**src/rtl/ttc_cfg.svh**
```systemverilog
// Purpose: constants for the trace trigger and capture block
// Assumes: APB with 32-bit data, word-aligned registers
// Notes:   trigger mode codes are a local encoding
`ifndef TTC_CFG_SVH
`define TTC_CFG_SVH
`define TTC_DEPTH        64
`define TTC_OFF_CTRL     12'h000
`define TTC_OFF_STATUS   12'h004
`define TTC_OFF_CMPA     12'h008
`define TTC_OFF_CMPB     12'h00C
`define TTC_OFF_CMPC     12'h010
`define TTC_OFF_DATA     12'h014
`define TTC_OFF_COUNT    12'h018
`define TTC_OFF_RDIDX    12'h01C
`define TTC_CTRL_EN      0
`define TTC_CTRL_ARM     1
`define TTC_CTRL_END     2
`define TTC_CTRL_CAP_LO  3
`define TTC_CTRL_CAP_HI  4
`define TTC_ST_A         0
`define TTC_ST_B         1
`define TTC_ST_C         2
`define TTC_ST_TRG_LO    4
`define TTC_ST_TRG_HI    7
`define TTC_ST_TRIGD     8
`define TTC_ST_FULL      9
`define TTC_CMPC_IGN     16
`define TTC_ERR_DATA     32'hDEADBEEF
`define TTC_ZERO32       32'h00000000
`endif

```
**src/rtl/ttc_pkg.sv**
```systemverilog
// Purpose: shared types of the trace trigger and capture block
// Assumes: nothing beyond the constants header
// Notes:   trigger select uses nine local codes
package ttc_pkg;
  typedef enum logic [3:0] {
    TTC_TRG_A_ONLY   = 4'h0,
    TTC_TRG_A_OR_B   = 4'h1,
    TTC_TRG_A_THEN_B = 4'h2,
    TTC_TRG_EV_B     = 4'h3,
    TTC_TRG_A_THEN_EV_B = 4'h4,
    TTC_TRG_A_AND_B  = 4'h5,
    TTC_TRG_A_NOT_B  = 4'h6,
    TTC_TRG_IN_RANGE = 4'h7,
    TTC_TRG_OUT_RANGE = 4'h8
  } ttc_trg_t;
  typedef enum logic [1:0] {
    TTC_CAP_NORMAL = 2'h0,
    TTC_CAP_LOOP1  = 2'h1,
    TTC_CAP_DETAIL = 2'h2,
    TTC_CAP_PROFILE = 2'h3
  } ttc_cap_t;
  // One observed CPU bus cycle
  typedef struct packed {
    logic        valid;
    logic [15:0] addr;
    logic [15:0] data;
    logic        prog_fetch;
    logic        free_cyc;
    logic        cof_src;
    logic        cof_dst;
    logic        vector;
  } ttc_bus_t;
endpackage : ttc_pkg

```
**src/rtl/ttc_trace.sv**
```systemverilog
// Purpose: trace trigger and capture logic with APB registers
// Assumes: CPU bus cycles arrive as one struct per pclk
// Notes:   trace data readable through an index register
// Functional notes
// - Begin-trigger: store after trigger until 64 entries are held.
// - End-trigger: store until trigger, oldest entry dropped beyond 64.
// - Arm clears on trigger in end mode, on full in begin mode.
// - Nine selectable trigger modes qualify start or end of storage.
// - Comparator A match sets flag A; B match sets flag B except in A-only mode and before A in sequence modes.
// - Arming clears the A, B and C flags.
// - Change-of-flow addresses stored except event-only and detail modes.
// - Event-only modes store the data bus value at event B.
// - Detail stores address and data except program fetch and free cycles.
// - A-only: A match sets flag A and triggers.
// - A-or-B: either match sets its flag and triggers.
// - A-then-B: B checked only after A; trigger when B follows.
// - Four capture modes are selectable.
// - Normal: A and B trigger; trigger select picks stored content.
// - Loop1: stored address loads comparator C in ignore-address mode.
// - Arming in loop1 clears comparator C.
// - Loop1 disables comparator C breakpoints.
// - Loop1 suppresses only repeated source addresses.
// - Loop1 compares CPU address only, paging ignored.
//
// The APB interface to the registers and the placing of the registers were chosen for this implementation.
`timescale 1ns/1ps
`include "ttc_cfg.svh"
module ttc_trace #(
  parameter int DEPTH = `TTC_DEPTH,
  parameter int AW    = $clog2(DEPTH)
) (
  // Clock and reset
  input  wire logic             pclk,
  input  wire logic             presetn,
  // APB slave
  input  wire logic             psel,
  input  wire logic             penable,
  input  wire logic             pwrite,
  input  wire logic [11:0]      paddr,
  input  wire logic [31:0]      pwdata,
  output logic      [31:0]      prdata,
  output logic                  pready,
  output logic                  pslverr,
  // Observed CPU bus
  input  wire ttc_pkg::ttc_bus_t cpu_bus,
  // Debug outputs
  output logic                  trace_armed,
  output logic                  cmp_c_break
);
  logic            en;
  logic            arm;
  logic            end_mode;
  ttc_pkg::ttc_cap_t cap;
  ttc_pkg::ttc_trg_t trigger_select_field;
  logic            flag_a;
  logic            flag_b;
  logic            flag_c;
  logic            trigd;
  logic            a_seen;
  logic [15:0]     cmp_a;
  logic [15:0]     cmp_b;
  logic [15:0]     cmp_c;
  logic            cmp_c_ign;
  logic [AW-1:0]   rd_idx;
  logic [31:0]     buf_rd;
  logic [AW:0]     buf_cnt;

  wire logic acc    = psel && penable;
  wire logic wr_acc = acc && pwrite;
  wire logic arm_wr = wr_acc && paddr == `TTC_OFF_CTRL &&
                      pwdata[`TTC_CTRL_EN] && pwdata[`TTC_CTRL_ARM];
  wire logic active = en && arm;
  wire logic loop1  = cap == ttc_pkg::TTC_CAP_LOOP1;
  wire logic detail = cap == ttc_pkg::TTC_CAP_DETAIL;
  wire logic ev_only = trigger_select_field == ttc_pkg::TTC_TRG_EV_B ||
                       trigger_select_field == ttc_pkg::TTC_TRG_A_THEN_EV_B;
  wire logic buf_full = buf_cnt == (AW+1)'(DEPTH);

  // Comparator matches on valid bus cycles
  wire logic v     = cpu_bus.valid && active;
  wire logic hit_a = v && cpu_bus.addr == cmp_a;
  wire logic hit_b = v && cpu_bus.addr == cmp_b;
  // Loop1 ignores paging: plain CPU address compare
  wire logic hit_c = v && cpu_bus.addr == cmp_c;

  // Trigger decision per mode
  logic next_trig;
  logic b_armed;
  always_comb begin
    b_armed = a_seen || hit_a;
    case (trigger_select_field)
      ttc_pkg::TTC_TRG_A_ONLY:      next_trig = hit_a;
      ttc_pkg::TTC_TRG_A_OR_B:      next_trig = hit_a || hit_b;
      ttc_pkg::TTC_TRG_A_THEN_B:    next_trig = a_seen && hit_b;
      ttc_pkg::TTC_TRG_EV_B:        next_trig = hit_b;
      ttc_pkg::TTC_TRG_A_THEN_EV_B: next_trig = a_seen && hit_b;
      ttc_pkg::TTC_TRG_A_AND_B:     next_trig = hit_a && hit_b;
      ttc_pkg::TTC_TRG_A_NOT_B:     next_trig = hit_a && !hit_b;
      ttc_pkg::TTC_TRG_IN_RANGE:    next_trig = v && cpu_bus.addr >= cmp_a &&
                                                cpu_bus.addr <= cmp_b;
      ttc_pkg::TTC_TRG_OUT_RANGE:   next_trig = v && (cpu_bus.addr < cmp_a ||
                                                cpu_bus.addr > cmp_b);
      default:                      next_trig = 1'b0;
    endcase
  end
  wire logic trig_now = next_trig && !trigd;

  // Event B for event-only modes
  wire logic ev_b = ev_only && hit_b &&
                    (trigger_select_field == ttc_pkg::TTC_TRG_EV_B || a_seen);

  // Storage window: begin mode after trigger, end mode until it
  wire logic window = end_mode ? !trigd : (trigd || trig_now);

  // What to store this cycle
  logic        store;
  logic [31:0] store_data;
  always_comb begin
    store      = 1'b0;
    store_data = `TTC_ZERO32;
    if (v && window) begin
      if (detail) begin
        store      = !cpu_bus.prog_fetch && !cpu_bus.free_cyc;
        store_data = {cpu_bus.addr, cpu_bus.data};
      end else if (ev_only) begin
        store      = ev_b;
        store_data = {16'h0000, cpu_bus.data};
      end else begin
        // Source repeats dropped in loop1; destinations and vectors kept
        store = (cpu_bus.cof_src && !(loop1 && cmp_c_ign && hit_c)) ||
                cpu_bus.cof_dst || cpu_bus.vector;
        store_data = {16'h0000, cpu_bus.addr};
      end
    end
  end
  wire logic wr_en = store && !(!end_mode && buf_full);

  ttc_trace_buf #(
    .DEPTH (DEPTH),
    .AW    (AW)
  ) u_buf (
    .pclk    (pclk),
    .presetn (presetn),
    .clear   (arm_wr),
    .wr_en   (wr_en),
    .wr_data (store_data),
    .rd_idx  (rd_idx),
    .rd_data (buf_rd),
    .count   (buf_cnt)
  );

  // Control register
  always_ff @(posedge pclk or negedge presetn) begin
    if (!presetn) begin
      en       <= 1'b0;
      arm      <= 1'b0;
      end_mode <= 1'b0;
      cap      <= ttc_pkg::TTC_CAP_NORMAL;
    end else begin
      if (wr_acc && paddr == `TTC_OFF_CTRL) begin
        en       <= pwdata[`TTC_CTRL_EN];
        arm      <= pwdata[`TTC_CTRL_EN] && pwdata[`TTC_CTRL_ARM];
        end_mode <= pwdata[`TTC_CTRL_END];
        cap      <= ttc_pkg::ttc_cap_t'(pwdata[`TTC_CTRL_CAP_HI:`TTC_CTRL_CAP_LO]);
      end else if (active && ((end_mode && trig_now) ||
                              (!end_mode && buf_full))) begin
        arm <= 1'b0;
      end
    end
  end

  // Trigger select, flags, sequence state
  always_ff @(posedge pclk or negedge presetn) begin
    if (!presetn) begin
      trigger_select_field    <= ttc_pkg::TTC_TRG_A_ONLY;
      flag_a <= 1'b0;
      flag_b <= 1'b0;
      flag_c <= 1'b0;
      trigd  <= 1'b0;
      a_seen <= 1'b0;
    end else if (arm_wr) begin
      flag_a <= 1'b0;
      flag_b <= 1'b0;
      flag_c <= 1'b0;
      trigd  <= 1'b0;
      a_seen <= 1'b0;
    end else begin
      if (wr_acc && paddr == `TTC_OFF_STATUS)
        trigger_select_field <= ttc_pkg::ttc_trg_t'(pwdata[`TTC_ST_TRG_HI:`TTC_ST_TRG_LO]);
      if (hit_a)
        flag_a <= 1'b1;
      // B only compared once A has been seen in sequence modes
      if (hit_b && (trigger_select_field == ttc_pkg::TTC_TRG_A_ONLY ? 1'b0 :
                    (trigger_select_field == ttc_pkg::TTC_TRG_A_THEN_B ||
                     trigger_select_field == ttc_pkg::TTC_TRG_A_THEN_EV_B) ? a_seen : 1'b1))
        flag_b <= 1'b1;
      if (hit_c && !loop1)
        flag_c <= 1'b1;
      if (b_armed && active)
        a_seen <= 1'b1;
      if (trig_now && active)
        trigd <= 1'b1;
    end
  end

  // Comparators; C reloads from stored addresses in loop1
  always_ff @(posedge pclk or negedge presetn) begin
    if (!presetn) begin
      cmp_a     <= '0;
      cmp_b     <= '0;
      cmp_c     <= '0;
      cmp_c_ign <= 1'b0;
    end else if (arm_wr && pwdata[`TTC_CTRL_CAP_HI:`TTC_CTRL_CAP_LO] ==
                 ttc_pkg::TTC_CAP_LOOP1) begin
      cmp_c     <= '0;
      cmp_c_ign <= 1'b0;
    end else begin
      if (wr_acc && paddr == `TTC_OFF_CMPA)
        cmp_a <= pwdata[15:0];
      if (wr_acc && paddr == `TTC_OFF_CMPB)
        cmp_b <= pwdata[15:0];
      if (loop1 && wr_en && !ev_only && !detail) begin
        cmp_c     <= store_data[15:0];
        cmp_c_ign <= 1'b1;
      end else if (wr_acc && paddr == `TTC_OFF_CMPC) begin
        cmp_c     <= pwdata[15:0];
        cmp_c_ign <= pwdata[`TTC_CMPC_IGN];
      end
    end
  end

  // C breakpoint is suppressed while loop1 owns comparator C
  always_ff @(posedge pclk or negedge presetn) begin
    if (!presetn)
      cmp_c_break <= 1'b0;
    else
      cmp_c_break <= hit_c && !loop1;
  end

  always_ff @(posedge pclk or negedge presetn) begin
    if (!presetn)
      rd_idx <= '0;
    else if (wr_acc && paddr == `TTC_OFF_RDIDX)
      rd_idx <= pwdata[AW-1:0];
  end

  assign trace_armed = arm;

  // APB: zero wait, error on unmapped addresses
  wire logic mapped = paddr == `TTC_OFF_CTRL || paddr == `TTC_OFF_STATUS ||
                      paddr == `TTC_OFF_CMPA || paddr == `TTC_OFF_CMPB ||
                      paddr == `TTC_OFF_CMPC || paddr == `TTC_OFF_DATA ||
                      paddr == `TTC_OFF_COUNT || paddr == `TTC_OFF_RDIDX;
  assign pready  = 1'b1;
  assign pslverr = acc && !mapped;

  logic [31:0] rd_mux;
  always_comb begin
    rd_mux = `TTC_ZERO32;
    case (paddr)
      `TTC_OFF_CTRL:   rd_mux = {27'h0, cap, end_mode, arm, en};
      `TTC_OFF_STATUS: rd_mux = {22'h0, buf_full, trigd, trigger_select_field, 1'b0,
                                 flag_c, flag_b, flag_a};
      `TTC_OFF_CMPA:   rd_mux = {16'h0000, cmp_a};
      `TTC_OFF_CMPB:   rd_mux = {16'h0000, cmp_b};
      `TTC_OFF_CMPC:   rd_mux = {15'h0000, cmp_c_ign, cmp_c};
      `TTC_OFF_DATA:   rd_mux = buf_rd;
      `TTC_OFF_COUNT:  rd_mux = {{(31-AW){1'b0}}, buf_cnt};
      `TTC_OFF_RDIDX:  rd_mux = {{(32-AW){1'b0}}, rd_idx};
      default:         rd_mux = `TTC_ERR_DATA;
    endcase
  end
  // Read data comes from a flop; valid at setup-to-access edge
  always_ff @(posedge pclk or negedge presetn) begin
    if (!presetn)
      prdata <= '0;
    else if (psel && !penable)
      prdata <= rd_mux;
  end

  property p_arm_clears_flags;
    @(posedge pclk) disable iff (!presetn)
      arm_wr |=> !flag_a && !flag_b && !flag_c;
  endproperty
  a_arm_clears_flags: assert property (p_arm_clears_flags)
    else $error("flags not cleared by arming");

  property p_end_trig_disarms;
    @(posedge pclk) disable iff (!presetn)
      active && end_mode && trig_now && !arm_wr |=> !arm;
  endproperty
  a_end_trig_disarms: assert property (p_end_trig_disarms)
    else $error("arm kept after end trigger");

  property p_begin_full_stop;
    @(posedge pclk) disable iff (!presetn)
      !end_mode && buf_full && !arm_wr |=> $stable(buf_cnt);
  endproperty
  a_begin_full_stop: assert property (p_begin_full_stop)
    else $error("storage after buffer full");

  property p_begin_wait;
    @(posedge pclk) disable iff (!presetn)
      !end_mode && !trigd && !trig_now |-> !wr_en;
  endproperty
  a_begin_wait: assert property (p_begin_wait)
    else $error("stored before begin trigger");

  property p_flag_a;
    @(posedge pclk) disable iff (!presetn)
      hit_a && !arm_wr |=> flag_a;
  endproperty
  a_flag_a: assert property (p_flag_a)
    else $error("flag A not set");

  property p_a_then_b;
    @(posedge pclk) disable iff (!presetn)
      trigger_select_field == ttc_pkg::TTC_TRG_A_THEN_B && trig_now |-> a_seen;
  endproperty
  a_a_then_b: assert property (p_a_then_b)
    else $error("B triggered before A");

  property p_detail_skip;
    @(posedge pclk) disable iff (!presetn)
      detail && (cpu_bus.prog_fetch || cpu_bus.free_cyc) |-> !wr_en;
  endproperty
  a_detail_skip: assert property (p_detail_skip)
    else $error("fetch or free cycle stored");

  property p_loop1_c_load;
    @(posedge pclk) disable iff (!presetn)
      loop1 && wr_en && !ev_only && !detail && !arm_wr |=>
        cmp_c == $past(store_data[15:0]) && cmp_c_ign;
  endproperty
  a_loop1_c_load: assert property (p_loop1_c_load)
    else $error("comparator C not loaded");

  property p_c_break_off;
    @(posedge pclk) disable iff (!presetn)
      loop1 |=> !cmp_c_break;
  endproperty
  a_c_break_off: assert property (p_c_break_off)
    else $error("C breakpoint in loop1");
endmodule : ttc_trace

```
**src/rtl/ttc_trace_buf.sv**
```systemverilog
// Purpose: 64-entry circular trace store
// Assumes: one write per cycle at most
// Notes:   oldest entry falls out on overflow
`timescale 1ns/1ps
`include "ttc_cfg.svh"
module ttc_trace_buf #(
  parameter int DEPTH = `TTC_DEPTH,
  parameter int AW    = $clog2(DEPTH)
) (
  // Clock and reset
  input  wire logic          pclk,
  input  wire logic          presetn,
  // Control
  input  wire logic          clear,
  input  wire logic          wr_en,
  input  wire logic [31:0]   wr_data,
  // Read side, index 0 is oldest
  input  wire logic [AW-1:0] rd_idx,
  output logic      [31:0]   rd_data,
  output logic      [AW:0]   count
);
  logic [31:0]   mem [DEPTH];
  logic [AW-1:0] wptr;

  always_ff @(posedge pclk or negedge presetn) begin
    if (!presetn) begin
      wptr  <= '0;
      count <= '0;
    end else if (clear) begin
      wptr  <= '0;
      count <= '0;
    end else if (wr_en) begin
      wptr <= wptr + 1'b1;
      if (count != (AW+1)'(DEPTH))
        count <= count + 1'b1;
    end
  end

  genvar gi;
  generate
    for (gi = 0; gi < DEPTH; gi++) begin : g_ent
      always_ff @(posedge pclk or negedge presetn) begin
        if (!presetn)
          mem[gi] <= '0;
        else if (wr_en && !clear && wptr == AW'(gi))
          mem[gi] <= wr_data;
      end
    end
  endgenerate

  // Oldest entry sits at wptr once full
  logic [AW-1:0] base;
  always_comb begin
    base = (count == (AW+1)'(DEPTH)) ? wptr : '0;
  end

  always_ff @(posedge pclk or negedge presetn) begin
    if (!presetn)
      rd_data <= '0;
    else
      rd_data <= mem[AW'(base + rd_idx)];
  end
endmodule : ttc_trace_buf
```
**config.mk**
```make
export PLATFORM = sky130hd
export DESIGN_NAME = ttc_trace
export DESIGN_NICKNAME = d
export VERILOG_FILES = /design/src/rtl/ttc_pkg.sv /design/src/rtl/ttc_trace.sv /design/src/rtl/ttc_trace_buf.sv
export VERILOG_INCLUDE_DIRS = /design/src /design/src/rtl
export SDC_FILE = /design/constraint.sdc
export NUM_CORES = 2
export LEC_CHECK = 0
export ABC_CLOCK_PERIOD_IN_PS = 4600
export BUFFER_PORTS_ARGS = -buffer_cell sky130_fd_sc_hd__buf_2
export CAP_MARGIN = 20
export CELL_PAD_IN_SITES_DETAIL_PLACEMENT = 1
export CELL_PAD_IN_SITES_GLOBAL_PLACEMENT = 2
export CORE_MARGIN = 1.5
export CORE_UTILIZATION = 39
export DETAILED_ROUTE_END_ITERATION = 6
export PLACE_DENSITY = 0.77
export SYNTH_ARGS = -nofsm -noshare
export SYNTH_HDL_FRONTEND = slang
export SYNTH_SLANG_ARGS = --single-unit
```
**constraint.sdc**
```tcl
create_clock -name pclk -period 4.6 [get_ports pclk]
set_input_delay 0.92 -clock pclk [delete_from_list [all_inputs] [get_ports pclk]]
set_output_delay 0.92 -clock pclk [all_outputs]
set_load 0.03 [all_outputs]
```
* Word level (Yosys, flattened, before mapping)
Cells that the tools add are included.
** Storage, ports and cells
- Flip-flop bits (word level) :: 2195
- Bits in latches :: 0
- RAM bits :: 0
- Memory bits (read-only) :: 0
- Input port bits :: 87
- Output and inout port bits :: 36
- Word-level logic and storage cells :: 375
- Memories :: 0
** Operators by class
- Add/subtract/negate cells :: 3
- $mul :: 0
- Div/mod/pow operators :: 0
- Magnitude comparators :: 5
- Equal/unequal tests :: 86
- Shift operators :: 0
- Muxes and demuxes :: 38
- Bitwise operators :: 3
- Reduce and logical (&&, ||, !) cells :: 156
** Operators by type and width (count)
- case mux 32 bit (8 select lines) :: 1
- binary-select mux 32 bit (select 6 bit) :: 1
- == test 6 bit (second input constant) :: 32
- two-way mux 32 bit :: 4
- logical AND 1 bit :: 109
- == test 6 x 5 -> 1 bit (second input constant) :: 16
- two-way mux 16 bit :: 4
- == test 12 x 5 -> 1 bit (second input constant) :: 4
- == test 16 bit :: 3
- == test 6 x 4 -> 1 bit (second input constant) :: 8
- == test 12 x 4 -> 1 bit (second input constant) :: 2
- == test 6 x 3 -> 1 bit (second input constant) :: 4
- two-way mux 1 bit :: 21
- two-way mux 7 bit :: 3
- two-way mux 6 bit :: 3
- logical OR 1 bit :: 17
- == test 4 x 3 -> 1 bit (second input constant) :: 4
- greater-or-equal comparator 16 bit :: 1
- > comparator 16 bit :: 1
- <= comparator 16 bit :: 1
- less-than comparator 16 bit :: 1
- nonzero test 2 bit :: 8
- logical NOT 1 bit :: 13
- == test 12 x 3 -> 1 bit (second input constant) :: 1
- other kinds (22) :: 29

* Logic depth before layout (Yosys ltp)
- Word-level depth :: 17
- Mapped depth :: 15
- Depth with buffers taken out :: 13

* Hierarchy
A second synthesis with hierarchy kept.
** Second synthesis, totals
- Cell total of the unflattened synthesis :: 6893
- Area, all modules :: 101453.6 µm²
** By module, submodules not included
- ttc_trace_buf :: instances 1, cells each 6165, area each 94849.7 µm², seq. area each 52375.2 µm²
- ttc_trace :: instances 1, cells each 728, area each 6603.8 µm², seq. area each 2552.4 µm²

* Worst setup path after synthesis
OpenSTA, ideal clock, no wires.
- Kind :: register to register
- Start point :: register u_buf.count[3]
- End point :: register u_buf.rd_data[10]
- Library setup time :: 137 ps
- Data arrival time :: 4158 ps
- Required time :: 4463 ps
- Setup slack :: 305 ps
- Cell stages (with the launch flop) :: 13
- Path buffers :: 4
- Clock period less this slack :: 4295 ps
- Cell sequence :: dfrtp_1 or4b_2 nor2_1 clkbuf_1 and2_1 ha_1 xnor2_1 buf_2 buf_1 buf_1 mux4_2 mux2i_1 a21oi_1
** On the way
- Longest elaborated chain between the ends :: 7
** Ends and longest elaborated chain
- start: declaration :: line ttc_trace_buf.sv:20 : output logic [AW:0] count
- start signal: assignment :: line ttc_trace_buf.sv:35 : count <= count + 1'b1;
- == test 7 bit :: line ttc_trace_buf.sv:54 : base = (count == (AW+1)'(DEPTH)) ? wptr : '0;
- two-way mux 6 bit :: line ttc_trace_buf.sv:54
- adder 6 bit :: line ttc_trace_buf.sv:61 : rd_data <= mem[AW'(base + rd_idx)];
- NOT 6 -> 7 bit (implied by the code) :: line ttc_trace_buf.sv:61
- binary-select mux 32 bit (select 6 bit) :: line ttc_trace_buf.sv:61
- two-way mux 32 bit (implied by the code) (2 in a row) :: line ttc_trace_buf.sv:61
- end signal: assignment :: line ttc_trace_buf.sv:61
- end: declaration :: line ttc_trace_buf.sv:19 : output logic [31:0] rd_data,
Every way passes these cells. The select of a mux whose other input is x is not followed.
A chain may end at the register's enable or synchronous reset.

* Final worst setup path
- Start point :: register u_buf.count[0]
- End point :: register u_buf.rd_data[6]
Same word-level chain as after synthesis.

==> results by group <==
STA
  – Tcrit/Tclk final: 96.1%
  – Tightest Pin Transition: 1.15 ns
  – Final Hold Viols: 0
  – Setup ws final: around 0.18 ns
  – Rel. slew slack: a little under a quarter
  – Final setup fails: 0
  – Unrepaired setup endpoints after global routing: no
  – Hold WS: 0.103 ns
  – Min Tclk post-route: about 4.4 ns
  – Setup Skew: 0.0309 ns
  – Slew Limit Fails: 0
  – Fmax: ~0.23 GHz
  – TNS Setup: 0 ns

Worst setup path
  – Worst path slowest cell: fa_4
  – Crit path DAT: roughly 5.2 ns
  – Max FO, Critical Path: 17
  – Endpoint class of the critical path: flip-flop
  – Crit path buf inv count: 5
  – Worst Path Required: approximately 5.4 ns
  – Crit Path Class: reg -> reg
  – Crit-path max cell delay: 0.89 ns
  – CP most frequent cell: buf_4
  – Ordered cell list for the critical path: inv_1 -> ha_1 -> nand2b_1 -> buf_4 -> nor3_2 -> fa_4 -> buf_16 -> buf_4 -> mux4_2 -> mux4_2 -> nor2b_1 -> a211oi_2 -> buf_4 -> a21oi_1
  – Startpoint types: flip-flop
  – CP top delay family: adder cells

Layout
  – Most frequent cells in the layout: o21ai_0 (3925), dfrtp_1 (2195), mux4_2 (641)
  – Finished Core Util: 45.1%
  – Final #Nets: 8838
  – Area delta synth->final: 14.8%
  – Filler cells: 26800
  – Share of layout cells above drive strength 1: approximately 19%
  – Commonest non-fill, non-tap cell in the layout: o21ai_0

Status
  – Status: finished, final reports clean

Global route
  – Overflow after GRT: 0
  – Antenna violations before repair: 29
  – Largest net degree at the start of global routing: approximately 130
  – GRT Total Usage: between 20% and 30%
  – Vias in the first global route: roughly 83000
  – First-pass GRT wire length: roughly 560000 microns

Placed design
  – Post-Place Worst Slack: -0.253 ns
  – GPL Wtd Cong: roughly 0.95
  – Count of input and output buffers: about 110
  – Post-detail-place hpwl: 229000 microns

Clocking
  – Worst-Skew Late Latency: approximately 0.91 ns
  – Clock-pin slew on the worst setup and hold paths: ~0.060 ns
  – Clock Tree Buf Depth: 3
  – # hold bufs at CTS: 0
  – Clock sink total: approximately 2200
  – H-Tree Depth: 4
  – Clock Tree Root: clkbuf_16
  – CTS tree: done
  – CTS buffer count: ~230

Drt
  – Residual DRC: 0
  – 1st-pass router iterations: 6
  – DR vias/cell: between 6 and 7
  – Via count: ~80000
  – Initial DRC count: slightly above 8000
  – Drt total wl: approximately 380000 microns
  – WL per Instance: about 30 microns
  – Post-route ant nets: 0

Logic synthesis
  – Syn. warnings: 0
  – Syn Area/Cell: 11.2 sq um
  – Synthesized net count: around 9100
  – Synth async-reset ratio: 100%
  – Top FF cell, synth: dfrtp_1
  – Syn Inst Count: 8919
  – Cell variety after synth: 70
  – Sequential cell area fraction in the yosys report: 54.9%
  – Synth Cell Area: about 100000 sq um
  – Synth Register Bits: roughly 2200
  – Post-synth EDFFs: 0

Pwr
  – VDD IR max: 0.000363 V
  – Leak: between 40 and 50 nW
  – P per Cell Area: ~340 nW/um^2
  – Pwr Total: ~39 mW

Die
  – FP Rows: between 150 and 200
  – Starting Density: 39.3%
  – Die X: between 500 and 600 microns
  – Total I/O pin count: 123
  – Die Span Y: 510 microns
  – Die ar.: ~260000 sq um
  – Core area: roughly 250000 sq um

Flow run
  – MaxCap Viol Count: 0

Hold path
  – Hold Path Class: in -> async
-- layer usage --
layer	global-route usage (%)	up-vias	part of all wire, %
met5	0	-	0.017
met4	13.1	12	4.6
met3	5.24	751	7.6
met2	44.9	3291	46
met1	40.3	42900	42
li1	-	32500	-
-- Yosys cell counts, types with 37 or more instances --
cell | count | area, sq um
a211oi_1 | 37 | 278
a21oi_1 | 85 | 425
buf_1 | 64 | 240
clkbuf_1 | 944 | 3540
dfrtp_1 | 2195 | 54900
ha_1 | 43 | 538
inv_1 | 68 | 255
mux2i_1 | 77 | 771
mux4_2 | 641 | 14400
nand2_1 | 84 | 315
nand3_1 | 109 | 546
nand4_1 | 51 | 319
nor2_1 | 56 | 210
nor2b_1 | 43 | 269
o21ai_0 | 3925 | 19600
o21ai_1 | 187 | 936
-- power by group --
part,total [mW],internal (mW),switching (mW),leakage (nW)
clock,19.1,11.0,8.12,3.80
sequential,19.3,19.3,0.0188,30.3
combinational,0.723,0.133,0.590,13.9
-- area by class of cell --
cell class	count	area (sq um)	area share (%)
repair buffers	612	6570	5.72
flip-flops and latches	2195	54900	47.8
inverters	68	255	0.222
multi-input cells	5603	41200	35.9
clock inverters	74	806	0.701
clock buffers	350	6880	5.98
diodes	3	7.51	0.00653
well taps	3366	4210	3.67
-- metrics by stage --
step / std cells / cell area, sq um
CTS: 12300 / 115000
global route: 12300 / 115000
floorplan: 8919 / 100000
detailed placement: 11800 / 107000
global placement: 11800 / 107000
finish: 12300 / 115000
-- sequential cells by signal, indices dropped and copies added (netlist names), 2 cells and up --
name                  cells
u_buf.mem              2048
prdata                   32
u_buf.rd_data            32
cmp_a                    16
cmp_b                    16
cmp_c                    16
u_buf.count               7
rd_idx                    6
u_buf.wptr                6
trigger_select_field      4
cap                       2
-- cell families after synthesis --
group	Yosys count	synth area share (%)
compound gates	4333	22.1
other cells	1	0.00375
fa+ha+maj	44	0.558
buf+inv	1121	4.30
xor+xnor	22	0.193
mux	736	15.4
flops	2195	54.9
simple gates	467	2.59
-- timing repair --
| action | in CTS | in global routing |
|---|---|---|
| setup buffers | 0 | 1 |
| gates cloned | 0 | 1 |
| pin swaps | 0 | 1 |
| gates resized for setup | 4 | 6 |
| setup endpoints to repair | 8 | 25 |
-- worst reg2reg max path: cells and delay by family (launching register included) --
kind | cells | cell delay (ns)
buffers and inverters | 5 | 1.08
DFF | 1 | 0.40
and+or+nand+nor | 3 | 0.44
muxes | 2 | 0.90
AOI/OAI and AO/OA | 2 | 0.40
adders and majority gates | 2 | 1.10
-- final timing paths --
kind	startpoint	to	slack (ns)	depth (start not counted)
setup / recovery	u_buf.count[0]	u_buf.rd_data[6]	0.18	14
hold / removal	presetn	u_buf.mem[1259]	0.10	1
setup reg to reg	u_buf.count[0]	u_buf.rd_data[6]	0.18	14
hold reg to reg	prdata[16]	prdata[16]	0.48	2
max in group asynchronous	presetn	u_buf.mem[76]	3.19	2
min in group pclk	pwdata[10]	cmp_a[10]	0.28	3
No activity file was read; power rests on OpenSTA's default activity.
